$ cat src/cpk_pkg.sv
/*
 Constants, register map and types for the coprocessor kill and status port.
 Assumes a single core clock of 250 MHz shared with the coprocessor.
*/
package cpk_pkg;
	// Core clock period in nanoseconds.
	localparam int unsigned CPK_CLK_PERIOD_NS = 4;
	// Least time the coprocessor reset output stands, in nanoseconds.
	localparam int unsigned CPK_RESET_HOLD_NS = 16;
	// Least hold rounded up to whole clock cycles.
	localparam int unsigned CPK_RESET_HOLD_CYC =
		(CPK_RESET_HOLD_NS + CPK_CLK_PERIOD_NS - 1) / CPK_CLK_PERIOD_NS;
	// Width of the hold counter.
	localparam int unsigned CPK_HOLD_W = 3;
	localparam logic [CPK_HOLD_W-1:0] CPK_HOLD_LOAD =
		CPK_HOLD_W'(CPK_RESET_HOLD_CYC);
	localparam logic [CPK_HOLD_W-1:0] CPK_HOLD_ZERO = 3'h0;
	// Instruction tags in flight.
	localparam int unsigned CPK_TAG_W = 2;
	localparam int unsigned CPK_TAGS = 4;
	// Kill type encodings.
	localparam logic [1:0] CPK_KILL_COMMIT = 2'h0;
	localparam logic [1:0] CPK_KILL_COMMIT_ALT = 2'h1;
	localparam logic [1:0] CPK_KILL_OTHER = 2'h2;
	localparam logic [1:0] CPK_KILL_EXC = 2'h3;
	// Bit of the kill type that says killed.
	localparam int unsigned CPK_KILL_BIT = 1;
	// Register byte addresses.
	localparam logic [7:0] CPK_REG_CTRL = 8'h00;
	localparam logic [7:0] CPK_REG_STATUS = 8'h04;
	localparam logic [7:0] CPK_REG_KILLCNT = 8'h08;
	// Control fields.
	localparam int unsigned CPK_CTRL_SOFT_RST = 0;
	localparam int unsigned CPK_CTRL_SLEEP_EN = 1;
	localparam logic CPK_SLEEP_EN_RESET = 1'h1;
	// Status fields.
	localparam int unsigned CPK_STAT_STRAP = 0;
	localparam int unsigned CPK_STAT_QUIET = 1;
	localparam int unsigned CPK_STAT_SLEEP = 2;
	localparam int unsigned CPK_STAT_RESET = 3;
	// Kill counter width.
	localparam int unsigned CPK_CNT_W = 16;
	// Sleep controller states.
	typedef enum logic [1:0] {CPK_RUN, CPK_DRAIN, CPK_SLEEP} cpk_pwr_state_type;
endpackage

$ cat src/cpk_ctl_if.sv
/*
 Internal carrier between the port top and its two helper modules.
 Assumes all users sit on the core clock.
*/
`timescale 1ns/100ps
interface cpk_ctl_if;
	// Kill request from the pipeline and its encoding.
	logic kill_squash;
	logic kill_exc_in;
	logic [1:0] kill_type;
	// Sleep and reset control.
	logic sleep_req;
	logic sleep_en;
	logic strap;
	logic quiescent;
	logic reset_req;
	logic sleep_active;
	logic reset_hold;
	// Encoder side.
	modport enc (input kill_squash, input kill_exc_in, output kill_type);
	// Power controller side.
	modport pwr (input sleep_req, input sleep_en, input strap,
		input quiescent, input reset_req, output sleep_active,
		output reset_hold);
	// Top side.
	modport top (output kill_squash, output kill_exc_in, input kill_type,
		output sleep_req, output sleep_en, output strap, output quiescent,
		output reset_req, input sleep_active, input reset_hold);
endinterface

$ cat src/cpk_kill_enc.sv
/*
 Encodes a pipeline kill decision into the two-bit kill type.
 Assumes the top registers the result before it reaches a pin.
*/
`timescale 1ns/100ps
module cpk_kill_enc
(
	// Carrier.
	cpk_ctl_if.enc ctl
);
	// Pure decode; there is no state to hold.
	always_comb
	begin
		if (!ctl.kill_squash)
		begin
			// Commit; the alternate commit code is never produced.
			ctl.kill_type = cpk_pkg::CPK_KILL_COMMIT;
		end
		else if (ctl.kill_exc_in)
		begin
			// Killed because the coprocessor raised an exception.
			ctl.kill_type = cpk_pkg::CPK_KILL_EXC;
		end
		else
		begin
			// Killed for any other reason.
			ctl.kill_type = cpk_pkg::CPK_KILL_OTHER;
		end
	end
endmodule

$ cat src/cpk_pwr_ctl.sv
/*
 Sleep gating and coprocessor reset stretching.
 Assumes synchronous active-low reset on the core clock.
*/
`timescale 1ns/100ps
module cpk_pwr_ctl
(
	// Clock and reset.
	input wire logic i_core_clk,
	input wire logic i_resetn,
	// Carrier.
	cpk_ctl_if.pwr ctl
);
	// All state of the controller.
	typedef struct packed {
		cpk_pkg::cpk_pwr_state_type state;
		logic [cpk_pkg::CPK_HOLD_W-1:0] hold;
	} cpk_pwr_type;

	cpk_pwr_type st_reg;
	cpk_pwr_type st_next;
	logic ok_sleep;

	assign ok_sleep = !ctl.strap || ctl.quiescent;
	assign ctl.sleep_active = (st_reg.state == cpk_pkg::CPK_SLEEP);
	assign ctl.reset_hold = (st_reg.hold != cpk_pkg::CPK_HOLD_ZERO);

	// Next state; a reset request also forces the core awake.
	always_comb
	begin
		st_next = st_reg;
		if (st_reg.hold != cpk_pkg::CPK_HOLD_ZERO)
		begin
			st_next.hold = st_reg.hold - 3'h1;
		end
		if (ctl.reset_req)
		begin
			st_next.hold = cpk_pkg::CPK_HOLD_LOAD;
			st_next.state = cpk_pkg::CPK_RUN;
		end
		else
		begin
			case (st_reg.state)
				cpk_pkg::CPK_RUN:
				begin
					// Wait request seen, begin draining.
					if (ctl.sleep_req && ctl.sleep_en)
					begin
						st_next.state = cpk_pkg::CPK_DRAIN;
					end
				end
				cpk_pkg::CPK_DRAIN:
				begin
					if (!ctl.sleep_req)
					begin
						st_next.state = cpk_pkg::CPK_RUN;
					end
					else if (ok_sleep)
					begin
						st_next.state = cpk_pkg::CPK_SLEEP;
					end
				end
				cpk_pkg::CPK_SLEEP:
				begin
					// Wake when asked or when the coprocessor stirs.
					if (!ctl.sleep_req || !ok_sleep)
					begin
						st_next.state = cpk_pkg::CPK_RUN;
					end
				end
				default:
				begin
					st_next.state = cpk_pkg::CPK_RUN;
				end
			endcase
		end
	end

	// State register; reset loads a full hold so the output starts high.
	always_ff @(posedge i_core_clk)
	begin
		if (!i_resetn)
		begin
			st_reg.state <= cpk_pkg::CPK_RUN;
			st_reg.hold <= cpk_pkg::CPK_HOLD_LOAD;
		end
		else
		begin
			st_reg <= st_next;
		end
	end
endmodule

$ cat src/cpk_port.sv
/*
 Core side of the coprocessor kill and status port: kill signalling,
 killed-instruction transaction blocking, coprocessor reset, present
 strap capture, idle-gated sleep and a small register port.
 Assumes the coprocessor shares the core clock and that all inputs are
 synchronous to it.
*/
`timescale 1ns/100ps

// Notes on behaviour
// - kill type 0x commit, 10 other, 11 exception
// - no transactions for a killed instruction
// - coprocessor reset on hard or soft reset
// - sleep only when coprocessor idle or strapped absent
// - kill strobe marks the valid kill type
module cpk_port
(
	// Clock and reset.
	input wire logic i_core_clk,
	input wire logic i_resetn,
	// Integer unit reset and wait requests.
	input wire logic i_soft_reset,
	input wire logic i_sleep_req,
	// Kill decision from the pipeline.
	input wire logic i_kill_valid,
	input wire logic i_kill_squash,
	input wire logic [cpk_pkg::CPK_TAG_W-1:0] i_kill_tag,
	input wire logic i_coproc_exception_flag,
	// New instruction issued to the coprocessor.
	input wire logic i_issue_valid,
	input wire logic [cpk_pkg::CPK_TAG_W-1:0] i_issue_tag,
	// Later core-side transaction for an instruction.
	input wire logic i_xact_valid,
	input wire logic [cpk_pkg::CPK_TAG_W-1:0] i_xact_tag,
	// Transaction offered by the coprocessor.
	input wire logic i_cop_xact_valid,
	input wire logic [cpk_pkg::CPK_TAG_W-1:0] i_cop_xact_tag,
	// Coprocessor status.
	input wire logic i_coproc_attached_strap,
	input wire logic i_coproc_quiescent,
	// Register port.
	input wire logic [7:0] i_reg_addr,
	input wire logic [31:0] i_reg_wdata,
	input wire logic i_reg_wr,
	input wire logic i_reg_rd,
	// Kill signalling to the coprocessor.
	output logic o_kill_strobe,
	output logic [1:0] o_kill_type,
	// Filtered transactions.
	output logic o_xact_issue,
	output logic [cpk_pkg::CPK_TAG_W-1:0] o_xact_tag,
	output logic o_cop_xact_accept,
	// Reset and power.
	output logic o_coproc_reset_out,
	output logic o_sleep_active,
	// Register read data.
	output logic [31:0] o_reg_rdata
);
	// All state of the port top in one record; the sleep and reset controller keeps its own.
	typedef struct packed {
		logic kill_strobe;
		logic [1:0] kill_type;
		logic [cpk_pkg::CPK_TAGS-1:0] killed;
		logic xact_issue;
		logic [cpk_pkg::CPK_TAG_W-1:0] xact_tag;
		logic cop_accept;
		logic [31:0] rdata;
		logic sleep_en;
		logic soft_rst;
		logic strap_done;
		logic strap;
		logic [cpk_pkg::CPK_CNT_W-1:0] kill_cnt;
		logic coproc_reset;
		logic sleep;
	} cpk_top_state_type;

	// Registered state and its next value.
	cpk_top_state_type st_reg;
	cpk_top_state_type st_next;
	// Per-tag next value of the killed flags.
	logic [cpk_pkg::CPK_TAGS-1:0] killed_next;
	// Kill of the current cycle that retires its tag.
	logic kill_now;
	// Status word assembled for reads.
	logic [31:0] status_word;

	// Carrier to the helpers.
	cpk_ctl_if ctl ();

	// Kill type encoder.
	cpk_kill_enc u_enc
	(
		.ctl (ctl.enc)
	);

	// Sleep and reset controller.
	cpk_pwr_ctl u_pwr
	(
		.i_core_clk (i_core_clk),
		.i_resetn (i_resetn),
		.ctl (ctl.pwr)
	);

	// Drive the carrier.
	assign ctl.kill_squash = i_kill_squash;
	assign ctl.kill_exc_in = i_coproc_exception_flag;
	assign ctl.sleep_req = i_sleep_req;
	assign ctl.sleep_en = st_reg.sleep_en;
	assign ctl.strap = st_reg.strap;
	assign ctl.quiescent = i_coproc_quiescent;
	// soft reset from pipeline or software
	assign ctl.reset_req = i_soft_reset || st_reg.soft_rst;

	// A kill with the killed bit set retires its tag now.
	assign kill_now = i_kill_valid && ctl.kill_type[cpk_pkg::CPK_KILL_BIT];

	// Killed flags, one per tag; a kill beats a reissue of the same tag so
	// that no stale instruction slips a transaction past the kill.
	genvar g;
	generate
		for (g = 0; g < cpk_pkg::CPK_TAGS; g = g + 1)
		begin : g_tag
			always_comb
			begin
				if (kill_now && (i_kill_tag == cpk_pkg::CPK_TAG_W'(g)))
				begin
					killed_next[g] = 1'b1;
				end
				else if (i_issue_valid &&
					(i_issue_tag == cpk_pkg::CPK_TAG_W'(g)))
				begin
					killed_next[g] = 1'b0;
				end
				else
				begin
					killed_next[g] = st_reg.killed[g];
				end
			end
		end
	endgenerate

	// Status word; unused bits read as zero.
	always_comb
	begin
		status_word = 32'h0;
		status_word[cpk_pkg::CPK_STAT_STRAP] = st_reg.strap;
		status_word[cpk_pkg::CPK_STAT_QUIET] =
			st_reg.strap && i_coproc_quiescent;
		status_word[cpk_pkg::CPK_STAT_SLEEP] = st_reg.sleep;
		status_word[cpk_pkg::CPK_STAT_RESET] = st_reg.coproc_reset;
	end

	// Next-state logic for the whole port.
	always_comb
	begin
		st_next = st_reg;

		st_next.kill_strobe = i_kill_valid;
		// The type only means something while the strobe is high, so it
		// is held at commit otherwise to keep the pins quiet.
		if (i_kill_valid)
		begin
			st_next.kill_type = ctl.kill_type;
		end
		else
		begin
			st_next.kill_type = cpk_pkg::CPK_KILL_COMMIT;
		end

		// Killed flags; a coprocessor reset flushes every tag anyway.
		if (ctl.reset_hold)
		begin
			st_next.killed = '0;
		end
		else
		begin
			st_next.killed = killed_next;
		end

		st_next.xact_issue = i_xact_valid && !killed_next[i_xact_tag];
		st_next.xact_tag = i_xact_tag;
		st_next.cop_accept = i_cop_xact_valid &&
			!killed_next[i_cop_xact_tag];

		// Count killed instructions; the count saturates.
		if (kill_now && (st_reg.kill_cnt != '1))
		begin
			st_next.kill_cnt = st_reg.kill_cnt + 16'h1;
		end

		// Strap is caught once, in the first cycle after reset release.
		if (!st_reg.strap_done)
		begin
			st_next.strap = i_coproc_attached_strap;
			st_next.strap_done = 1'b1;
		end

		// The soft reset bit is a one-cycle pulse from software.
		st_next.soft_rst = 1'b0;

		// Register writes.
		if (i_reg_wr)
		begin
			case (i_reg_addr)
				cpk_pkg::CPK_REG_CTRL:
				begin
					st_next.soft_rst =
						i_reg_wdata[cpk_pkg::CPK_CTRL_SOFT_RST];
					st_next.sleep_en =
						i_reg_wdata[cpk_pkg::CPK_CTRL_SLEEP_EN];
				end
				cpk_pkg::CPK_REG_KILLCNT:
				begin
					// Any write clears, but a kill this cycle still counts.
					st_next.kill_cnt = kill_now ? 16'h1 : 16'h0;
				end
				default:
				begin
					// Writes elsewhere are ignored.
					st_next.sleep_en = st_reg.sleep_en;
				end
			endcase
		end

		// Register reads answer one cycle later; unmapped reads give zero.
		st_next.rdata = 32'h0;
		if (i_reg_rd)
		begin
			case (i_reg_addr)
				cpk_pkg::CPK_REG_CTRL:
				begin
					st_next.rdata[cpk_pkg::CPK_CTRL_SLEEP_EN] =
						st_reg.sleep_en;
				end
				cpk_pkg::CPK_REG_STATUS:
				begin
					st_next.rdata = status_word;
				end
				cpk_pkg::CPK_REG_KILLCNT:
				begin
					st_next.rdata[cpk_pkg::CPK_CNT_W-1:0] = st_reg.kill_cnt;
				end
				default:
				begin
					st_next.rdata = 32'h0;
				end
			endcase
		end

		st_next.coproc_reset = ctl.reset_hold || ctl.reset_req;
		st_next.sleep = ctl.sleep_active;
	end

	// State register; hard reset forces the coprocessor reset high.
	always_ff @(posedge i_core_clk)
	begin
		if (!i_resetn)
		begin
			st_reg.kill_strobe <= 1'b0;
			st_reg.kill_type <= cpk_pkg::CPK_KILL_COMMIT;
			st_reg.killed <= '0;
			st_reg.xact_issue <= 1'b0;
			st_reg.xact_tag <= '0;
			st_reg.cop_accept <= 1'b0;
			st_reg.rdata <= 32'h0;
			st_reg.sleep_en <= cpk_pkg::CPK_SLEEP_EN_RESET;
			st_reg.soft_rst <= 1'b0;
			st_reg.strap_done <= 1'b0;
			st_reg.strap <= 1'b0;
			st_reg.kill_cnt <= '0;
			st_reg.coproc_reset <= 1'b1;
			st_reg.sleep <= 1'b0;
		end
		else
		begin
			st_reg <= st_next;
		end
	end

	// Outputs straight from the state record.
	assign o_kill_strobe = st_reg.kill_strobe;
	assign o_kill_type = st_reg.kill_type;
	assign o_xact_issue = st_reg.xact_issue;
	assign o_xact_tag = st_reg.xact_tag;
	assign o_cop_xact_accept = st_reg.cop_accept;
	assign o_coproc_reset_out = st_reg.coproc_reset;
	assign o_sleep_active = st_reg.sleep;
	assign o_reg_rdata = st_reg.rdata;
endmodule

$ cat config.mk
export PLATFORM = sky130hd
export DESIGN_NAME = cpk_port
export DESIGN_NICKNAME = d
export VERILOG_FILES = /design/src/cpk_pkg.sv /design/src/cpk_ctl_if.sv /design/src/cpk_kill_enc.sv /design/src/cpk_pwr_ctl.sv /design/src/cpk_port.sv
export SDC_FILE = /design/constraint.sdc
export NUM_CORES = 1
export LEC_CHECK = 0
export BUFFER_PORTS_ARGS = -buffer_cell sky130_fd_sc_hd__buf_2
export CAP_MARGIN = 15
export CORE_AREA = 2 2 75 77
export DETAILED_ROUTE_END_ITERATION = 7
export DIE_AREA = 0 0 77 79
export GPL_TIMING_DRIVEN = 0
export PLACE_DENSITY = 0.78
export SETUP_SLACK_MARGIN = 0.02
export SYNTH_ARGS = -nofsm -noshare
export SYNTH_HDL_FRONTEND = slang
export SYNTH_HIERARCHICAL = 1
export SYNTH_SLANG_ARGS = --single-unit
export TNS_END_PERCENT = 1
$ cat constraint.sdc
create_clock -name i_core_clk -period 2.3 [get_ports i_core_clk]
set_input_delay 0.46 -clock i_core_clk [delete_from_list [all_inputs] [get_ports i_core_clk]]
set_output_delay 0.46 -clock i_core_clk [all_outputs]
set_load 0.03 [all_outputs]
== After elaboration in Yosys (flattened, before gate mapping) ==
Index checks and enable logic that the tools add are counted.

* Output and inout port bits: 41
* Input port bits: 62
* Bits in registers: 70
* Logic and storage cells: 99

* Muxes and demuxes: 26
* Bitwise gates (word level): 1
* Equal/unequal tests: 14
* Reduce and logical (&&, ||, !) cells: 36
* Add/subtract/negate cells: 2
* Order comparisons: 2

{| class="wikitable"
|+ Operators by type and width
! kind !! count
|-
| 16-bit 2-to-1 mux || 3
|-
| 14-bit case mux with 2 select lines || 1
|-
| 16-bit by 1-bit adder with 16-bit output, second input constant || 1
|-
| 16-bit != test, second input constant || 1
|-
| 1-bit logical AND || 14
|-
| 1-bit 2-to-1 mux || 12
|-
| 2-bit == test, second input constant || 5
|-
| 2-bit 2-to-1 mux || 5
|-
| 3-bit AND reduction || 3
|-
| 8-bit by 3-bit == test with 1-bit output, second input constant || 1
|-
| 8-bit by 4-bit == test with 1-bit output, second input constant || 1
|-
| 8-bit logical NOT || 1
|-
| 2-bit by 1-bit == test with 1-bit output, second input constant || 3
|-
| 2-bit logical NOT || 3
|-
| 2-bit by 3-bit less-than comparator with 1-bit output, second input constant || 2
|-
| 2-bit case mux with 3 select lines || 1
|-
| 2-bit AND reduction || 3
|-
| 1-bit logical NOT || 5
|-
| 1-bit binary-select mux with 2-bit select || 2
|-
| 1-bit logical OR || 4
|-
| 2-bit by 1-bit != test with 1-bit output, second input constant || 2
|-
| 2-bit OR reduction || 2
|-
| 3-bit by 2-bit != test with 1-bit output, second input constant || 1
|-
| 1-bit case mux with 3 select lines || 1
|-
| 4 further kinds || 4
|}

== Logic depth before layout (Yosys ltp) ==
* Word-level depth: 9
* Mapped depth: 7

== By module ==
The synthesis kept the hierarchy.

{| class="wikitable"
|+ Modules (own cells, without submodules)
! module !! cells an instance !! sequential area each (µm²) !! instances !! area an instance (µm²)
|-
| cpk_port || 230 || 980.9 || 1 || 2197.1
|-
| cpk_pwr_ctl || 26 || 100.1 || 1 || 252.7
|-
| cpk_kill_enc || 2 || 0.0 || 1 || 13.8
|}

== Worst setup path before layout ==
OpenSTA, ideal clock, no wires.

* Path kind: in2reg
* Start: input port i_reg_addr[1]
* End: register st_reg[11] (netlist name)
* Data required time: 2.185 ns
* Arrival: 1.617 ns
* Library setup time: 0.115 ns
* Path slack: 0.568 ns
* Stages on the path: 6
* Buffers on the path: 1
* Path through: or4_4 -> nor3_4 -> nand3_1 -> nand2_2 -> buf_4 -> nor2_1

* Cells in the longest elaborated chain, start to end: 3

{| class="wikitable"
|+ RTL lines
! element !! RTL line !! text
|-
| start: declaration || cpk_port.sv:42 || <nowiki>input wire logic [7:0] i_reg_addr,</nowiki>
|-
| 8-bit by 4-bit == test with 1-bit output || cpk_port.sv:204 || <nowiki>case (i_reg_addr)</nowiki>
|-
| 16-bit 2-to-1 mux || cpk_port.sv:204 ||
|-
| 16-bit 2-to-1 mux || cpk_port.sv:202 || <nowiki>if (i_reg_wr)</nowiki>
|-
| end signal: assignment || cpk_port.sv:276 || <nowiki>st_reg <= st_next;</nowiki>
|-
| end: declaration || cpk_port.sv:78 || <nowiki>cpk_top_state_type st_reg;</nowiki>
|}

Every way passes these cells.
A chain may end at the register's enable or synchronous reset.

== Worst setup path after layout ==
* Start: register st_reg[5] (netlist name)
* End: register st_reg[2] (netlist name)

* Cells in the longest elaborated chain, start to end: 5

{| class="wikitable"
|+ RTL lines
! element !! RTL line !! text
|-
| 16-bit != test * || cpk_port.sv:186 || <nowiki>if (kill_now && (st_reg.kill_cnt != '1))</nowiki>
|-
| 1-bit logical AND * || cpk_port.sv:186 ||
|-
| 16-bit 2-to-1 mux * || cpk_port.sv:186 ||
|-
| 16-bit 2-to-1 mux || cpk_port.sv:204 ||
|-
| 16-bit 2-to-1 mux * || cpk_port.sv:202 ||
|}

Mark *: on every way between the ends. The rest lies on a longest branch, timed or not.

==> impl_results.md <==
- Async S/R FF share, synth: 0
- Seq/Total Area, Yosys: 0.439
- Hold depth: 3
- Max FFs per register: 22
- Final nets: roughly 400
- Core area: around 5300 sq um
- Vias in the first global route: ~1700
- Status: complete, no violations
- FP Rows: 27
- WHS: about 0.37 ns
- CTS sink cnt: 54
- YS warnings: 6
- Worst setup EP type: flop
- First-pass GRT wire length: between 6000 and 7000 um
- Non-filler cells, final: roughly 410
- Vias/cell: 4.56
- PortBufs: 56
- Reg2Reg Depth: 5
- Post-route minimum period: roughly 1.7 ns
- Antenna Violating Nets Remaining: 0
- Worst setup margin: roughly 0.58 ns
- Hold WC Path Type: in -> reg
- CTS Buffer Depth: 2
- Pwr dens: 630 nW/um^2
- CP max stage delay: roughly 0.57 ns
- Critical path arrival: 1.96 ns
- 1st-pass router iterations: 4
- Final Hold Vio Count: 0
- Die Width: around 77 um
- Latest clock arrival within the worst-skew pair: 0.31 ns
- Worst Max-Slew Pin Slew: about 0.55 ns
- Antenna diodes: 0
- Total CTS buffers: 5
- Wire per inst: around 10 um
- Clk root buf: clkbuf_8
- Drt drc: 0
- Setup tns final: 0 ns
- Setup violators final: 0
- EDFF count, synth: 0
- Crit-path cells: nand4_1 > nor4_2 > nor2_1 > xnor2_1 > o22ai_1
- Reg-to-Reg Start: st_reg[5]
- Place WS: 0.275 ns
- Post-Syn Area: roughly 2500 sq um
- Vias: between 1500 and 2000
- Worst Hold Launch: i_reg_wdata[1]
- Synth area leaders: dfxtp_1 44%, buf_4 12%, and2_1 4.8%
- Reg2reg end: st_reg[2]
- Critical Path RT: approximately 2.5 ns
- Final WL: ~4000 um
- Synth cell types: 47
- Hold bufs inserted after CTS: 0
- Max Cap Viol: 0
- Static leakage: approximately 0.0014 uW
- Most frequent cells after synthesis: 54 x dfxtp_1, 39 x buf_4, 30 x nor2_1
- Clock Skews: ~0.0052 ns
- Most frequent cell after synthesis: dfxtp_1
- Post-synth top flop: dfxtp_1
- Period utilization: 0.750
- Rel. slew slack: 0.631
- Global route total overflow: 0
- Fraction of post-synthesis cell area in the top cell type by area: 0.439
- CTS tree: built
- Startpoint types: flop
- Reg-to-reg slack, setup: around 0.58 ns
- Maximum fanout along the worst path: 7
- Synth Register Bits: 54
- Max Freq: about 580 MHz
- Dpl cells: 401
- Post-CTS Setup Bufs: 0
- WS Path Type: reg -> reg
- Largest net degree at the start of global routing: 17
- Worst Hold Endpoint: ctl.sleep_en
- Initial Util: 0.462
- Fin. max-slew vios: 0
- Total GRT Usage: 0.140
- Share of cells above drive strength 1: 0.350
- Worst path slowest cell: nor4_2
- Syn Inst Count: roughly 260
- Die Ht: between 70 and 80 um
- DRT iter0 DRCs: 75
- Reg clk slew, reported paths: about 0.090 ns
- Num ports: approximately 100
- Initial antenna violation count: 0
- CTS resizes: 0
- RePlAce Congestion: ~0.84
- Peak VDD IR: between 400 and 500 uV
- DIE AREA: around 6100 sq um
- Area Overhead vs Synth: 23.1%
- Total power: 1910 uW
- Avg Cell Area, Syn: approximately 9.5 sq um
- Post-detail-place hpwl: between 3000 and 4000 um
- Post-synth top area cell: dfxtp_1
- RSZ-0062 raised after global routing: false
- CTS H-Tree Depth: 2
## worst max-delay path by stage
stage | start | to | slack (ns) | depth (start not counted)
final | st_reg[5] | st_reg[2] | 0.58 | 5
after global placement | i_reg_addr[1] | st_reg[13] | 0.30 | 7
after detailed placement | i_reg_addr[1] | st_reg[11] | 0.28 | 7
after floorplan | i_reg_addr[1] | st_reg[11] | 0.57 | 6
after global routing | st_reg[5] | st_reg[2] | 0.42 | 5
after CTS | st_reg[5] | st_reg[2] | 0.58 | 5
## cell type report
class | count | area [sq um]
clock buffers | 6 | 82.6
well taps | 72 | 90.1
repair buffers | 56 | 280
fillers | 503 | 2300
flip-flops and latches | 54 | 1080
clock inverters | 2 | 60.1
inverters | 5 | 18.8
multi-input cells | 173 | 1120
plain buffers | 41 | 300
## cell usage in the layout (no fill, tap or decap), types with 3 or more instances in the layout
cell type  count
clkbuf_8       6
nor2_1        30
nor4_1         3
dfxtp_1       54
a211oi_1       3
nor3_1         4
and3_1         5
conb_1        16
a22oi_1        5
nand4_1        5
inv_1          5
nor2b_1        4
buf_4         39
mux2i_1        4
ha_1           3
nand2_1       10
and2_1        19
xnor2_1       12
nand3_1       10
xor2_1         5
buf_2         56
## stage by stage
step	utilization	cell area, sq um
global placement	0.541	2890
finish	0.568	3030
detailed placement	0.541	2890
global route	0.568	3030
CTS	0.568	3030
floorplan	-	2520
## worst max-delay path, delay by kind of cell, from the launching register on
family	cells	cell delay, ns
DFF	1	0.43
xor gates and xnor gates	1	0.15
and+or+nand+nor	3	0.92
AOI/OAI and AO/OA	1	0.15
## metal layers
layer / wire (um) / part of all wire / vias up / track usage
li1: - / - / 979 / -
met1: 1740 / 0.43 / 827 / 0.155
met2: 2050 / 0.50 / 49 / 0.249
met3: 208 / 0.051 / 8 / 0.0409
met4: 68 / 0.017 / 0 / 0.0661
met5: 0 / 0 / - / 0
## cell families after synthesis
family                     Yosys count  share of synthesized area
and+or+nand+nor                    112                      0.262
DFF                                 54                      0.439
buffers and inverters               46                      0.130
AOI/OAI and AO/OA                   19                     0.0584
xor gates and xnor gates            17                     0.0604
muxes                                6                     0.0345
adders and majority gates            3                     0.0152
other                                1                    0.00152
## power breakdown
part | internal, uW | total [uW] | switching, uW
Clock | 464 | 760 | 297
Sequential | 951 | 960 | 9.71
Combinational | 81.7 | 191 | 109
(Power assumes the default switching activity.)
